### src/uhig_cfg.svh
`ifndef UHIG_CFG_SVH
`define UHIG_CFG_SVH

`define UHIG_ADDR_INT_CFG      8'h10
`define UHIG_ADDR_INT_EN       8'h14

`define UHIG_EN_RESET          32'h0000_0000
`define UHIG_EN_VALID_MASK     32'h03FF_FD7F
`define UHIG_EN_BUSRST_KEEP    32'h0000_0001
`define UHIG_EN_BRST_BIT       0
`define UHIG_EN_SETUP_BIT      8
`define UHIG_EN_EP_BASE        10
`define UHIG_SRC_WIDTH         26
`define UHIG_BUS_EVENTS        7

`define UHIG_CFG_RESET         8'hFC
`define UHIG_CFG_FIELDS_BUSRST 6'h3F
`define UHIG_CFG_CTRL_LSB      6
`define UHIG_CFG_IN_LSB        4
`define UHIG_CFG_OUT_LSB       2
`define UHIG_CFG_LVL_BIT       1
`define UHIG_CFG_POL_BIT       0

`define UHIG_CLK_PERIOD_NS     100
`define UHIG_PULSE_NS          60
`define UHIG_PULSE_RAW         ((`UHIG_PULSE_NS + `UHIG_CLK_PERIOD_NS - 1) / `UHIG_CLK_PERIOD_NS)
`define UHIG_PULSE_CYCLES      ((`UHIG_PULSE_RAW < 1) ? 1 : `UHIG_PULSE_RAW)

`endif

### src/uhig_pkg.sv
package uhig_pkg;

	typedef enum logic [1:0] {
		HS_ACK  = 2'b00,
		HS_NAK  = 2'b01,
		HS_NYET = 2'b10,
		HS_STALL = 2'b11
	} uhig_hs_code_t;

	typedef struct packed {
		logic          valid;
		logic [2:0]    ep;
		logic          dir_in;
		logic          setup;
		uhig_hs_code_t code;
	} uhig_hs_event_t;

endpackage

### src/uhig_hs_qualify.sv
`timescale 1ns/1ps
`include "uhig_cfg.svh"

module uhig_hs_qualify (
	input  wire logic                    clk,
	input  wire logic                    rst,
	input  wire logic                    bus_reset,
	input  wire uhig_pkg::uhig_hs_event_t hs,
	input  wire logic [1:0]              ctrl_ep_handshake_irq_sel,
	input  wire logic [1:0]              in_ep_handshake_irq_sel,
	input  wire logic [1:0]              out_ep_handshake_irq_sel,
	output logic [`UHIG_SRC_WIDTH-1:0]   hs_src
);
	import uhig_pkg::*;

	logic        acked [16];
	logic [3:0]  slot;
	logic [1:0]  sel;
	logic        data_out;
	logic        hit;

	function automatic logic qualifies(input logic [1:0] s, input uhig_hs_code_t c,
			input logic is_data_out, input logic prior_ack);
		case (c)
			HS_ACK:  qualifies = 1'b1;
			HS_NYET: qualifies = is_data_out;
			HS_NAK:  qualifies = (s == 2'b00) | (s[1] & prior_ack);
			default: qualifies = 1'b0;
		endcase
	endfunction

	function automatic logic [4:0] src_bit(input logic [2:0] ep, input logic dir_in, input logic setup);
		if (ep == 3'h0 && setup) begin
			src_bit = 5'(`UHIG_EN_SETUP_BIT);
		end else begin
			src_bit = 5'({1'b0, ep, dir_in}) + 5'(`UHIG_EN_EP_BASE);
		end
	endfunction

	assign slot     = {hs.ep, hs.dir_in};
	assign data_out = (hs.ep != 3'h0) && !hs.dir_in;

	always_comb begin
		if (hs.ep == 3'h0) begin
			sel = ctrl_ep_handshake_irq_sel;
		end else if (hs.dir_in) begin
			sel = in_ep_handshake_irq_sel;
		end else begin
			sel = out_ep_handshake_irq_sel;
		end
	end

	assign hit = hs.valid & qualifies(sel, hs.code, data_out, acked[slot]);

	always_comb begin
		hs_src = '0;
		if (hit) begin
			hs_src[src_bit(hs.ep, hs.dir_in, hs.setup)] = 1'b1;
		end
	end

	// Any NAK clears the history, so only the first NAK after an ACK or NYET counts.
	always_ff @(posedge clk or posedge rst) begin
		if (rst) begin
			for (int i = 0; i < 16; i++) begin
				acked[i] <= 1'b0;
			end
		end else if (bus_reset) begin
			for (int i = 0; i < 16; i++) begin
				acked[i] <= 1'b0;
			end
		end else if (hs.valid) begin
			if (hs.code == HS_ACK || hs.code == HS_NYET) begin
				acked[slot] <= 1'b1;
			end else if (hs.code == HS_NAK) begin
				acked[slot] <= 1'b0;
			end
		end
	end
endmodule

### src/uhig_usb_handshake_interrupt_gate.sv
`timescale 1ns/1ps
`include "uhig_cfg.svh"

// Behaviour
// - Endpoint 0 handshakes filtered by control select: all, ACK only, ACK plus first NAK.
// - Data IN handshakes on endpoints 1-7 filtered by the IN select, same choices.
// - Data OUT filtered by OUT select, NYET counted alongside ACK.
// - Endpoint 0 IN, OUT and SETUP use the control select, never data selects.
// - First NAK means the first NAK after an ACK or NYET; repeats are silent.
// - Handshake interrupt only on an actual ACK, NAK or data OUT NYET that qualifies.
// - Enable bits 25..12 gate endpoints 1-7, transmit above receive, endpoint 7 on top.
// - Bit 11 enables control IN, bit 10 control OUT.
// - Bit 8 enables setup received; bit 9 reserved.
// - Bits 6..0 gate DMA, high-speed, resume, suspend, pseudo SOF, SOF, bus reset.
// - USB bus reset clears all enables except bus reset enable bit 0.
// - Global enable low suppresses every interrupt.
// - Global enable high lets enabled sources reach the output.
// - Pulse select high gives a short pulse per interrupt, low gives a level.
module uhig_usb_handshake_interrupt_gate (
	input  wire logic                       clk,
	input  wire logic                       rst,
	input  wire logic                       usb_bus_reset,
	input  wire logic [7:0]                 reg_addr,
	input  wire logic                       reg_wr,
	input  wire logic                       reg_rd,
	input  wire logic [3:0]                 reg_be,
	input  wire logic [31:0]                reg_wdata,
	output logic [31:0]                     reg_rdata,
	input  wire uhig_pkg::uhig_hs_event_t   hs,
	input  wire logic [`UHIG_BUS_EVENTS-1:0] bus_event,
	input  wire logic                       global_irq_en,
	input  wire logic                       irq_clear,
	output logic                            int_pin,
	output logic [`UHIG_SRC_WIDTH-1:0]      irq_source,
	output logic                            irq_pending
);
	import uhig_pkg::*;

	logic [31:0]                 int_en;
	logic [7:0]                  int_cfg;
	logic [`UHIG_SRC_WIDTH-1:0]  hs_src;
	logic [`UHIG_SRC_WIDTH-1:0]  raw_src;
	logic [`UHIG_SRC_WIDTH-1:0]  gated_src;
	logic                        any_gated;
	logic [1:0]                  pulse_cnt;
	logic                        active;
	logic [31:0]                 next_int_en;
	logic                        ctrl_in_irq_en;
	logic                        ctrl_out_irq_en;
	logic                        setup_packet_irq_en;
	logic                        bus_reset_irq_en;
	logic                        irq_pulse_select;
	logic                        irq_polarity;

	localparam logic [1:0] PULSE_LOAD = 2'(`UHIG_PULSE_CYCLES);

	function automatic logic [31:0] merge_bytes(input logic [31:0] old, input logic [31:0] wd,
			input logic [3:0] be);
		logic [31:0] res;
		res = old;
		for (int b = 0; b < 4; b++) begin
			if (be[b]) begin
				res[b*8 +: 8] = wd[b*8 +: 8];
			end
		end
		merge_bytes = res;
	endfunction

	assign ctrl_in_irq_en      = int_en[`UHIG_EN_EP_BASE + 1];
	assign ctrl_out_irq_en     = int_en[`UHIG_EN_EP_BASE];
	assign setup_packet_irq_en = int_en[`UHIG_EN_SETUP_BIT];
	assign bus_reset_irq_en    = int_en[`UHIG_EN_BRST_BIT];
	assign irq_pulse_select    = int_cfg[`UHIG_CFG_LVL_BIT];
	assign irq_polarity        = int_cfg[`UHIG_CFG_POL_BIT];

	uhig_hs_qualify u_qualify (
		.clk                       (clk),
		.rst                       (rst),
		.bus_reset                 (usb_bus_reset),
		.hs                        (hs),
		.ctrl_ep_handshake_irq_sel (int_cfg[`UHIG_CFG_CTRL_LSB +: 2]),
		.in_ep_handshake_irq_sel   (int_cfg[`UHIG_CFG_IN_LSB +: 2]),
		.out_ep_handshake_irq_sel  (int_cfg[`UHIG_CFG_OUT_LSB +: 2]),
		.hs_src                    (hs_src)
	);

	// Bus events occupy the low bits, so one mask serves both kinds of source.
	assign raw_src   = hs_src | {{(`UHIG_SRC_WIDTH - `UHIG_BUS_EVENTS){1'b0}}, bus_event};
	assign gated_src = raw_src & int_en[`UHIG_SRC_WIDTH-1:0];
	assign any_gated = (|gated_src) & global_irq_en;

	// Reserved bits are forced to zero so a careless write cannot enable a phantom source.
	assign next_int_en = merge_bytes(int_en, reg_wdata, reg_be) & `UHIG_EN_VALID_MASK;

	always_ff @(posedge clk or posedge rst) begin
		if (rst) begin
			int_en <= `UHIG_EN_RESET;
		end else if (usb_bus_reset) begin
			int_en <= int_en & `UHIG_EN_BUSRST_KEEP;
		end else if (reg_wr && reg_addr == `UHIG_ADDR_INT_EN) begin
			int_en <= next_int_en;
		end
	end

	always_ff @(posedge clk or posedge rst) begin
		if (rst) begin
			int_cfg <= `UHIG_CFG_RESET;
		end else if (usb_bus_reset) begin
			int_cfg <= {`UHIG_CFG_FIELDS_BUSRST, int_cfg[1:0]};
		end else if (reg_wr && reg_addr == `UHIG_ADDR_INT_CFG && reg_be[0]) begin
			int_cfg <= reg_wdata[7:0];
		end
	end

	always_ff @(posedge clk or posedge rst) begin
		if (rst) begin
			reg_rdata <= 32'h0000_0000;
		end else if (reg_rd) begin
			case (reg_addr)
				`UHIG_ADDR_INT_EN:  reg_rdata <= int_en;
				`UHIG_ADDR_INT_CFG: reg_rdata <= {24'h00_0000, int_cfg};
				default:            reg_rdata <= 32'h0000_0000;
			endcase
		end
	end

	always_ff @(posedge clk or posedge rst) begin
		if (rst) begin
			irq_source <= '0;
		end else begin
			irq_source <= global_irq_en ? gated_src : '0;
		end
	end

	// A new event in the clearing cycle keeps the interrupt pending.
	always_ff @(posedge clk or posedge rst) begin
		if (rst) begin
			irq_pending <= 1'b0;
		end else if (any_gated) begin
			irq_pending <= 1'b1;
		end else if (irq_clear) begin
			irq_pending <= 1'b0;
		end
	end

	always_ff @(posedge clk or posedge rst) begin
		if (rst) begin
			pulse_cnt <= 2'h0;
		end else if (any_gated) begin
			pulse_cnt <= PULSE_LOAD;
		end else if (pulse_cnt != 2'h0) begin
			pulse_cnt <= pulse_cnt - 2'h1;
		end
	end

	// The pulse cannot be shorter than one clock period, so it stretches to a full cycle.
	assign active = global_irq_en & (irq_pulse_select ? (pulse_cnt != 2'h0) : irq_pending);

	always_ff @(posedge clk or posedge rst) begin
		if (rst) begin
			int_pin <= 1'b1;
		end else begin
			int_pin <= irq_polarity ? active : ~active;
		end
	end
endmodule

### config.mk
export PLATFORM = sky130hd
export DESIGN_NAME = uhig_usb_handshake_interrupt_gate
export DESIGN_NICKNAME = d
export VERILOG_FILES = /design/src/uhig_pkg.sv /design/src/uhig_hs_qualify.sv /design/src/uhig_usb_handshake_interrupt_gate.sv
export VERILOG_INCLUDE_DIRS = /design/src
export SDC_FILE = /design/constraint.sdc
export NUM_CORES = 1
export LEC_CHECK = 0
export BUFFER_PORTS_ARGS = -buffer_cell sky130_fd_sc_hd__buf_4
export CAP_MARGIN = 30
export CELL_PAD_IN_SITES_DETAIL_PLACEMENT = 2
export CELL_PAD_IN_SITES_GLOBAL_PLACEMENT = 2
export CORE_ASPECT_RATIO = 1.25
export CORE_MARGIN = 4
export CORE_UTILIZATION = 32
export DETAILED_ROUTE_END_ITERATION = 8
export PLACE_DENSITY = 0.84
export SLEW_MARGIN = 10
export SYNTH_ARGS = -nofsm -noshare
export SYNTH_HDL_FRONTEND = slang
export SYNTH_SLANG_ARGS = --single-unit
### constraint.sdc
create_clock -name clk -period 4.43 [get_ports clk]
set_input_delay 0.886 -clock clk [delete_from_list [all_inputs] [get_ports clk]]
set_output_delay 0.886 -clock clk [all_outputs]
set_load 0.03 [all_outputs]
After elaboration in Yosys (flattened, before gate mapping)
Cells that the tools add are included.

Logic and storage cells: 117. Input bits: 66. Register bits after elaboration: 118. Output and inout bits: 60.

Equality and inequality tests: 4. Bitwise logic cells: 13. Muxes and demuxes: 33. Reduce and logical (&&, ||, !) cells: 32. $add $sub $neg: 2. Magnitude comparators: 4.

Operators with widths (count): 16-bit 2-to-1 mux (4); 32-bit 2-to-1 mux (2); 32-bit case mux with 2 select lines (1); 26-bit 2-to-1 mux (2); 8-bit 2-to-1 mux (4); 26-bit AND (1); 26-bit by 7-bit bitwise OR with 26-bit output (1); 26-bit OR reduction (1); 2-bit nonzero test (10); 16-bit AND (1); 8-bit by 5-bit equality test with 1-bit output (second input constant) (2); 16-bit NOT (1); 16-bit bitwise OR (1); 2-bit AND reduction (6); 2-bit 2-to-1 mux (5); 5-bit 2-to-1 mux (2); 1-bit 2-to-1 mux (8); 1-bit logical AND (7); 7-bit 2-to-1 mux (1); 5-bit by 6-bit < comparator with 1-bit output (second input constant) (1); 3-bit nonzero test (2); 4-bit by 4-bit adder with 5-bit output (second input constant) (1); 1-bit demux with 5-bit select (1); 5-bit by 1-bit >= comparator with 1-bit output (second input constant) (1); other kinds (17) (22).

Logic depth before layout (Yosys ltp)
Gate-level depths: netlist (run 1).

Depth after elaboration: 19. Mapped depth: 11. Mapped depth without buffers: 9.

Cells and area by module
Synthesis (run 1) repeated with hierarchy kept, for this count alone.

Cells, all modules: 516. Area total of the unflattened synthesis: 4977.3 µm².

Modules (own cells, without submodules): uhig_usb_handshake_interrupt_gate (cells each 337, area an instance 3595.9 µm², sequential area each 2160.8 µm², times used 1); uhig_hs_qualify (cells each 179, area an instance 1381.3 µm², sequential area each 400.4 µm², times used 1).

Worst setup path after synthesis (run 1)
No wires, ideal clock.

Path kind: input-to-reg. From: input port hs[5] in the netlist's numbering. To: register pulse_cnt[1]. Setup slack: 1.512 ns. Buffers on the path: 1. Data required time: 4.310 ns. Arrival: 2.799 ns. Stages: 10. Library setup time: 0.120 ns. Cells stage by stage: buf_4 -> inv_1 -> ha_1 -> or3b_2 -> o32ai_1 -> nand2_1 -> a21oi_1 -> o31ai_1 -> a2bb2oi_2 -> and3_1.

Cells in the longest elaborated chain, start to end: 14. Elaborated cells between the ends (all ways): 29. Classes of those cells: add/sub: 1; order compare: 2; mux: 11; bitwise: 7; reduce/logical: 8.

Ends and longest elaborated chain: start, declared (line uhig_usb_handshake_interrupt_gate.sv:29) `input wire uhig_pkg::uhig_hs_event_t hs,`; branches (longest 8 deep; another with 5-bit by 6-bit < comparator with 1-bit output); 26-bit 2-to-1 mux (*) (line uhig_hs_qualify.sv:57) `if (hit) begin`; 26-bit by 7-bit bitwise OR with 26-bit output (*) (line uhig_usb_handshake_interrupt_gate.sv:88) `` assign raw_src = hs_src | {{(`UHIG_SRC_WIDTH - `UHIG_BUS_EVENTS){1'b0}}, bus_event}; ``; 26-bit AND (*) (line uhig_usb_handshake_interrupt_gate.sv:89) `` assign gated_src = raw_src & int_en[`UHIG_SRC_WIDTH-1:0]; ``; 26-bit OR reduction (*) (line uhig_usb_handshake_interrupt_gate.sv:90) `assign any_gated = (|gated_src) & global_irq_en;`; 1-bit AND (*) (line uhig_usb_handshake_interrupt_gate.sv:90); 2-bit 2-to-1 mux / 2-bit nonzero test (equally long branches); end signal, assigned (line uhig_usb_handshake_interrupt_gate.sv:152) `pulse_cnt <= pulse_cnt - 2'h1;`; end, declared (line uhig_usb_handshake_interrupt_gate.sv:45) `logic [1:0] pulse_cnt;`.

Every way passes the cells marked *. The select of a mux whose other input is x is not followed. A chain may end at the register's enable or synchronous reset.

Worst setup path in the final report (run 1)
From: input port hs[4] in the netlist's numbering. To: register pulse_cnt[1].

The elaborated chain is that of the path after synthesis.

==> results of run 1 <==
[layout make-up]
type                            instances  area share
Sequential cell                       104      0.4071
Multi-Input combinational cell        354      0.3359
Timing Repair Buffer                  124      0.1482
Tap cell                              212     0.04135
Clock buffer                            9     0.03511
Inverter                               33     0.01970
Clock inverter                          7     0.01268
[sequential cells by signal, indices dropped and copies added, names as in the netlist]
signal,count
irq_source,26
reg_rdata,26
int_en,24
u_qualify.acked,16
int_cfg,8
pulse_cnt,2
int_pin,1
irq_pending,1
[per-layer routing]
layer | GRT usage | part of all wire
met4 | 0.07596 | 0.024
met3 | 0.01745 | 0.024
met5 | 0 | 0
met2 | 0.3505 | 0.53
met1 | 0.2527 | 0.42
[final timing paths]
path	slack [ns]	endpoint	startpoint
max reg2reg	2.03	irq_source[20]	u_qualify.acked[8]
max in group asynchronous	3.12	int_pin	rst
max	1.35	pulse_cnt[1]	hs[4]
min in group clk	0.49	int_pin	int_cfg[0]
min reg2reg	0.49	int_pin	int_cfg[0]
min	0.42	int_en[24]	rst
[worst reg2reg max path, stage by stage, from the launching register on]
cell                        delay (ns)
sky130_fd_sc_hd__dfrtp_1          0.39
sky130_fd_sc_hd__mux4_2           0.48
sky130_fd_sc_hd__mux2i_1          0.17
sky130_fd_sc_hd__o2111ai_1        0.17
sky130_fd_sc_hd__a21oi_2          0.34
sky130_fd_sc_hd__nand2b_1         0.36
sky130_fd_sc_hd__nor2_1           0.15
sky130_fd_sc_hd__and3_1           0.22
[stage by stage]
step	std cells	total power [W]	util
2_1_floorplan	527	0.001122	-
3_3_place_gp	825	0.001201	0.3901
3_5_place_dp	826	0.001215	0.3906
4_1_cts	842	0.002049	0.4102
5_1_grt	843	0.002107	0.4120
6_report	843	0.002030	0.4120
[power by group through the flow]
stage	Sequential (W)	Clock, W	Combinational (W)
global placement	0.000989	0	0.000212
finish	0.000972	0.000830	0.000228
CTS	0.000972	0.000850	0.000227
floorplan	0.000991	0	0.000131
detailed placement	0.000990	0	0.000225
global route	0.000973	0.000882	0.000252
[cells in the final DEF (no fill, tap or decap), drive strengths merged, types with 3 or more instances in the layout]
master / synthesis / routed
a21boi: 5 / 5
a21oi: 32 / 32
a22o: 5 / 5
a31oi: 19 / 19
and2: 6 / 6
and3: 21 / 21
buf: 12 / 124
clkbuf: 24 / 9
clkinv: 0 / 5
dfrtp: 97 / 97
dfstp: 7 / 7
ha: 3 / 3
inv: 33 / 34
mux2: 6 / 6
mux2i: 15 / 15
nand2: 75 / 75
nand2b: 11 / 11
nand3: 31 / 31
nand3b: 6 / 6
nand4: 4 / 4
nor2: 14 / 14
nor2b: 6 / 6
nor3: 8 / 8
nor3b: 3 / 3
o211a: 3 / 3
o21ai: 31 / 31
o22a: 6 / 6
o22ai: 7 / 7
[cell families after synthesis]
kind of cell | after synthesis | share of synthesized area
adder cells (fa/ha/maj) | 3 | 0.007395
XOR/XNOR | 2 | 0.003451
multiplexers | 23 | 0.05176
flip-flops | 104 | 0.5144
buffers and inverters | 69 | 0.06187
AO/OA/AOI/OAI | 128 | 0.1627
other | 1 | 0.0007388
AND/OR/NAND/NOR | 196 | 0.1977
==> results.txt, run 1 <==
The classification of the worst setup path is in2reg. The relative max-transition margin is 0.4858. The width of the die is ~120 um. Counting flops with a built-in enable in the synthesized netlist gives 0. At the placement stage, the worst setup path has a slack of a little under 1 ns. The sequential-to-total area share from yosys stat is 0.5144. The analysis attributes to net switching a power of around 0.00053 W.

Synthesis produced around 530 cells. The commonest cells after synthesis are sky130_fd_sc_hd__dfrtp_1 (97), sky130_fd_sc_hd__nand2_1 (75), sky130_fd_sc_hd__inv_1 (33). The cell type of the slowest stage on the worst timing path is sky130_fd_sc_hd__o32ai_1. 0 antenna diodes ended up in the layout.

The min-delay analysis places its worst path in the category in2async. The residual antenna-violating net count after detailed routing came out at 0. The final instance area came out at ~6400 sq um. Relative to the synthesized area, the layout overhead comes to 26.37%. The mean instance size in the synthesized netlist came out at 9.650 sq um.

The slew at the pin closest to its max-slew limit came out at around 0.77 ns. The initial antenna violation count is 0. Walking the worst path, the cells encountered are buf_4 -> inv_1 -> ha_1 -> or3b_2 -> o32ai_1 -> nand2_1 -> a21oi_1 -> o31ai_1 -> a2bb2oi_2 -> and3_1.

The detailed placer's ending HPWL is between 10000 and 15000 um. The tree is rooted in a sky130_fd_sc_hd__clkbuf_16. The first-pass iteration count of the detailed router came out at 4.

The initial utilization of the core area, before any placement, comes to 0.3260. The via count of the first global-routing pass came out at 4984. The routed via count is approximately 4400. In this run the core area contains 51 standard-cell rows.

The post-synthesis register bit count is 104. The share of power burned in registers came out at 0.479. The count of unresolved DRC violations after routing came out at 0. The internal power contribution came out at around 0.0015 W. For this design, the CTS-stage hold fixing added 0 buffers. The power share of the combinational group is 0.112. The number of fill cells in the layout came out at around 1700. The final hold slack came out at roughly 0.42 ns. The final critical-path setup slack is about 1.4 ns. TritonCTS built the clock tree. The dominant cell type by area after synthesis is sky130_fd_sc_hd__dfrtp_1. The number of cells upsized or downsized after cts is 0. The register clock-pin slew on the reported worst setup and hold paths came out at around 0.080 ns. The I/O pin count is roughly 130.

The first-pass GRT wire length came out at 27970 um. After layout, the minimum clock period comes to a little over 3 ns. The total count of max-transition violations in the final report is 0.

The mapped cell area came out at between 5000 and 6000 sq um. The longest clock path from root to sink contains 2 buffers. The final wirelength is ~18000 um. Entering global routing, the biggest net connects 74 pins.

The H-tree generated during clock tree synthesis spans 3 levels. The share of synthesized registers carrying an async set or reset is 1.000. The count of synthesis-stage warnings from yosys came out at 0. The count of buffering cells on the critical path with inverters included is 2. The critical-path maximum fanout is 18. The final worst clock skew came out at 0.008553 ns.

The worst endpoint required time is approximately 4.7 ns. The cell family contributing the most delay on the critical path is compound AO/OA/AOI/OAI gates. The clock share of power came out at 0.409. The post-synthesis cell type count is 64. In this run the cell area measured after placement is about 6100 sq um. The delay contributed by the slowest stage of the critical path is between 0.5 and 0.6 ns.

The final global-route overflow total is 0. The number of violations reported at the end of detailed-routing iteration 0 came out at between 200 and 250. Summed over all cells, the static leakage comes to approximately 3.0 nW.

Setup violations remaining at the end of the flow were counted as 0. In the global route stage, overall resource usage came out at 0.1987. For this run, the leading register cell type out of synthesis is sky130_fd_sc_hd__dfrtp_1. The power per unit of standard cell area is about 320 nW/um^2. Measured along the y axis, the die boundary spans roughly 150 um. The per-cell routed wire length is 21.07 um. During placement, the flow inserted port buffers numbering about 120. The logic depth of the worst setup path including buffers came out at 10. Of the cells placed in the final design, the portion with a size suffix greater than 1 is 0.2599. The data arrival at the endpoint of the critical path is roughly 3.3 ns. The type of origin of the critical path is an input port. Setup repair after global routing left no endpoint under its margin. Buffers added to address setup during post-CTS repair amount to 0.

The highest ir drop seen on vdd came out at 0.1475 mV. The maximum frequency from static timing analysis came out at about 330 MHz. The share of synthesized area in the top cell type comes to 0.4782. The total number of clock tree sinks came out at 104. The capturing element type of the critical path is a register. The final total negative setup slack came out at 0 ns.

The run finished with clean final reports. The share of the clock period used by the worst path after layout is 0.6942. By area the synthesized netlist is led by sky130_fd_sc_hd__dfrtp_1 (48%), sky130_fd_sc_hd__nand2_1 (5.5%), sky130_fd_sc_hd__dfstp_2 (3.6%). The worst reg2reg path depth is 7. The floorplan step defined a core boundary enclosing ~16000 sq um. The final weighted congestion of routability-driven global placement is ~0.85.

The area of combinational cells with multiple inputs is ~2200 sq um. Yosys instantiated no cell more often than sky130_fd_sc_hd__dfrtp_1. The number of CTS-inserted buffers is 9.

The number of vias per cell after detailed routing is 5.278. Summing all flip-flop and latch instances after layout gives ~2600 sq um. The die covers roughly 18000 sq um. The net count of the finished layout came out at slightly below 700. The later pin in the worst-skew pair is clocked with a latency of between 0.3 and 0.4 ns.

The number of max-cap violations is 0. The switching share of power came out at 0.2613. The count of endpoints failing hold in the final timing report came out at 0.
Note: power is estimated with default switching activity, not from simulation.
==> run 2: changes to the inputs <==
- CORE_UTILIZATION: 32 -> 29
- PLACE_DENSITY: 0.84 -> 0.8
- clock period: 4.43 -> 2.8 ns (I/O delays scaled with it)
==> run 2 against run 1 <==
Effect of this change:
- routed wire length increased by 5.4%
- first-iteration DRC count increased by 9.5%
- critical path type unchanged
- register-to-register slack got worse by 1.5 ns
- global-route usage decreased by 0.45 points
- highest routed layer unchanged
- cell count increased by 3.6%
==> results.txt, run 2 (same netlist as run 1, synthesis figures left out) <==
Outcome: completed (unchanged). The worst reg2reg path depth is 8 (was 7). The number of setup violations in the final report was 0 (unchanged). The number of hold buffers added after CTS is 0 (unchanged). The share of power burned in registers came out at 0.465 (was 0.479). Based on the critical path, the design can be clocked at up to around 400 MHz. The final wirelength is 18720 um (was 17770 um). The data arrival at the endpoint of the critical path is 2.73 ns (was 3.32 ns).

The count of port buffers added during placement is 118 (unchanged). The final weighted congestion of routability-driven global placement came to 0.7978 (was 0.8529). The share of the clock period used by the worst path after layout came out at 0.8921. The number of cells upsized or downsized after cts is 0 (unchanged). The classification of the worst setup path is in2reg (unchanged). The switching share of power was 0.2534 (was 0.2613). The layout cell share with drive strength beyond 1 was 0.2848 (was 0.2599). The source-to-sink clock delay at the later pin of the worst-skew pair is 0.35 ns (about the same). The utilization after layout is 0.3900 (was 0.4120).

The total number of clock tree sinks came out at 104 (unchanged). The TritonCTS clock tree is built (unchanged). The global-route track usage on met2 came to 0.3533 (was 0.3505).

The H-tree depth came out at 3 (unchanged). The residual antenna-violating net count after detailed routing came out at 0 (unchanged). The net count of the finished layout is 717 (was 695). The final period demand of the worst path is 2.498 ns. The per-cell routed wire length is 21.44 um (was 21.07 um). The first-pass iteration count of the detailed router is 4 (unchanged). The count of unresolved DRC violations after routing is 0 (unchanged). The detailed placer's ending HPWL is 14290 um (was 13230 um). The final hold slack is 0.2128 ns (was 0.4247 ns).

The number of fill cells in the layout is 1875 (was 1717). The number of setup buffers added after CTS is 0 (unchanged). The number of violations reported at the end of detailed-routing iteration 0 came out at 220 (was 201). Largest regs: irq_source (26), reg_rdata (26), int_en (24) (unchanged). The final global-route overflow total is 0 (unchanged).

The final critical-path setup slack came out at 0.3020 ns (was 1.354 ns). The first-pass GRT wire length is 30130 um (was 27970 um). The relative max-transition margin is 0.5528 (was 0.4858). The highest ir drop seen on vdd was 0.3212 mV (was 0.1475 mV).

The clock share of power is 0.413 (was 0.409). The count of placed standard cells including taps was 857 (was 826). The total leakage power is 3.096 nW (was 2.983 nW).

The width of the die came out at 126.3 um (was 120.7 um). The initial antenna violation count came out at 0 (unchanged). RSZ-0062 raised after global routing: no (unchanged).

The via count of the first global-routing pass came to 5342 (was 4984). The power share of the combinational group came to 0.123 (was 0.112). The vertical extent of the die came out at 155.9 um (was 148.8 um). Top library cells by usage in the layout, fill and taps aside: sky130_fd_sc_hd__buf_4 (143), sky130_fd_sc_hd__dfrtp_1 (97), sky130_fd_sc_hd__nand2_1 (75) (was sky130_fd_sc_hd__buf_4 (123), sky130_fd_sc_hd__dfrtp_1 (97), sky130_fd_sc_hd__nand2_1 (75)). The switching power was 0.0008397 W (was 0.0005305 W). The total routing resource utilization after global routing was 0.1943 (was 0.1987).

The power per unit of standard cell area was 500.4 nW/um^2 (was 316.5 nW/um^2). The most utilized layer in the global route result is met2 (unchanged). The master cell of the clock root buffer is sky130_fd_sc_hd__clkbuf_16 (unchanged). The met3 usage in global routing was 0.02329 (was 0.01745). The internal power contribution was 0.002474 W (was 0.001500 W). The slew at the pin closest to its max-slew limit was 0.6708 ns (was 0.7713 ns). The final worst clock skew came out at 0.007417 ns (was 0.008553 ns). The number of vias per cell after detailed routing came out at 5.239 (was 5.278). The worst endpoint required time is 3.03 ns (was 4.68 ns). The initial core utilization is 0.2990 (was 0.3260).

The number of diodes is 0 (unchanged). The register clock-pin slew on the reported worst setup and hold paths came to 0.07 ns (was 0.08 ns). The worst min-delay path class is in2async (unchanged). The most common cell after layout, fill and taps aside is sky130_fd_sc_hd__buf_4 (unchanged). The number of max-cap violations came out at 0 (unchanged). The capturing element type of the critical path is a register (unchanged). The met1 layer usage reported by global route was 0.2318 (was 0.2527).

The total core area came out at 16980 sq um (was 15570 sq um). The final total negative setup slack was 0 ns (unchanged). The overall die area came to 19700 sq um (was 17950 sq um). The I/O pin count came out at 126 (unchanged).

The type of origin of the critical path is an input port (unchanged). The worst-case setup slack after placement is -0.1624 ns (was 0.9831 ns). The routed via count is 4574 (was 4449). The area growth from synthesis to layout is 30.44% (was 26.37%).

The count of endpoints failing hold in the final timing report came out at 0 (unchanged). The critical-path maximum fanout came out at 12 (was 18). The number of non-filler instances in the completed layout is 873 (was 843). The count of standard-cell rows came to 53 (was 51). The maximum number of pins on one net before global-route repair came to 56 (was 74). The number of CTS-inserted buffers came to 9 (unchanged). The maximum number of buffers from clock root to sink is 2 (unchanged). The total count of max-transition violations in the final report is 0 (unchanged).
-- run 2: cell types whose count changed in the layout (fill, tap and decap cells not counted) --
cell | before | now
sky130_fd_sc_hd__clkinv_4 | 4 | 1
sky130_fd_sc_hd__nor4_1 | 2 | 1
sky130_fd_sc_hd__clkinv_2 | 1 | 3
sky130_fd_sc_hd__clkbuf_1 | 0 | 1
sky130_fd_sc_hd__nor4_2 | 0 | 1
sky130_fd_sc_hd__clkinvlp_4 | 0 | 1
sky130_fd_sc_hd__inv_4 | 1 | 0
sky130_fd_sc_hd__inv_8 | 1 | 0
sky130_fd_sc_hd__buf_4 | 123 | 143
sky130_fd_sc_hd__bufinv_16 | 1 | 2
sky130_fd_sc_hd__buf_16 | 1 | 0
sky130_fd_sc_hd__buf_12 | 0 | 3
-- run 2: area by class of cell --
class                      count  area [sq um]  share of cell area
sequential                   104          2611              0.3944
multi-input combinational    354          2161              0.3263
timing repair buffer         146          1134              0.1712
tap                          220         275.3             0.04157
clock buffer                  10         229.0             0.03458
inverter                      33         127.6             0.01927
clock inverter                 6         83.83             0.01266
-- run 2: worst max-delay path: stages --
cell	delay, ns
sky130_fd_sc_hd__buf_4	0.08
sky130_fd_sc_hd__buf_4	0.19
sky130_fd_sc_hd__ha_1	0.27
sky130_fd_sc_hd__or3b_2	0.46
sky130_fd_sc_hd__o32ai_1	0.26
sky130_fd_sc_hd__buf_4	0.19
sky130_fd_sc_hd__nand3_1	0.13
sky130_fd_sc_hd__nand3_1	0.13
sky130_fd_sc_hd__o31ai_1	0.09
sky130_fd_sc_hd__a2bb2oi_2	0.17
sky130_fd_sc_hd__and3_1	0.19
-- run 2: metal layers --
layer / wire, um / up-vias
met5: 0 / -
met3: 343 / 35
met4: 588 / 0
met2: 10220 / 78
li1: - / 2081
met1: 7571 / 2380
-- run 2: through the flow --
stage	area (sq um)	total power, W
after CTS	6615	0.003352
final	6621	0.003314
after global routing	6621	0.003460
after global placement	6302	0.001936
after floorplan	5084	0.001776
after detailed placement	6302	0.001968
-- run 2: power by group through the flow --
stage	Combinational [W]	Sequential [W]	Clock [W]
after floorplan	0.000208	0.00157	0
after global placement	0.000371	0.00156	0
after detailed placement	0.000402	0.00157	0
after CTS	0.000409	0.00154	0.00140
after global routing	0.000448	0.00154	0.00147
final	0.000406	0.00154	0.00137
-- run 2: final timing paths --
path                                    start  slack, ns       endpoint
setup reg to reg           u_qualify.acked[9]       0.56  irq_source[8]
min in group clk                 reg_wdata[4]       0.44     int_cfg[4]
setup / recovery                        hs[5]       0.30   pulse_cnt[1]
max in group asynchronous                 rst       1.92     int_cfg[4]
hold / removal                            rst       0.21  reg_rdata[25]
hold reg to reg                    int_cfg[0]       0.48        int_pin
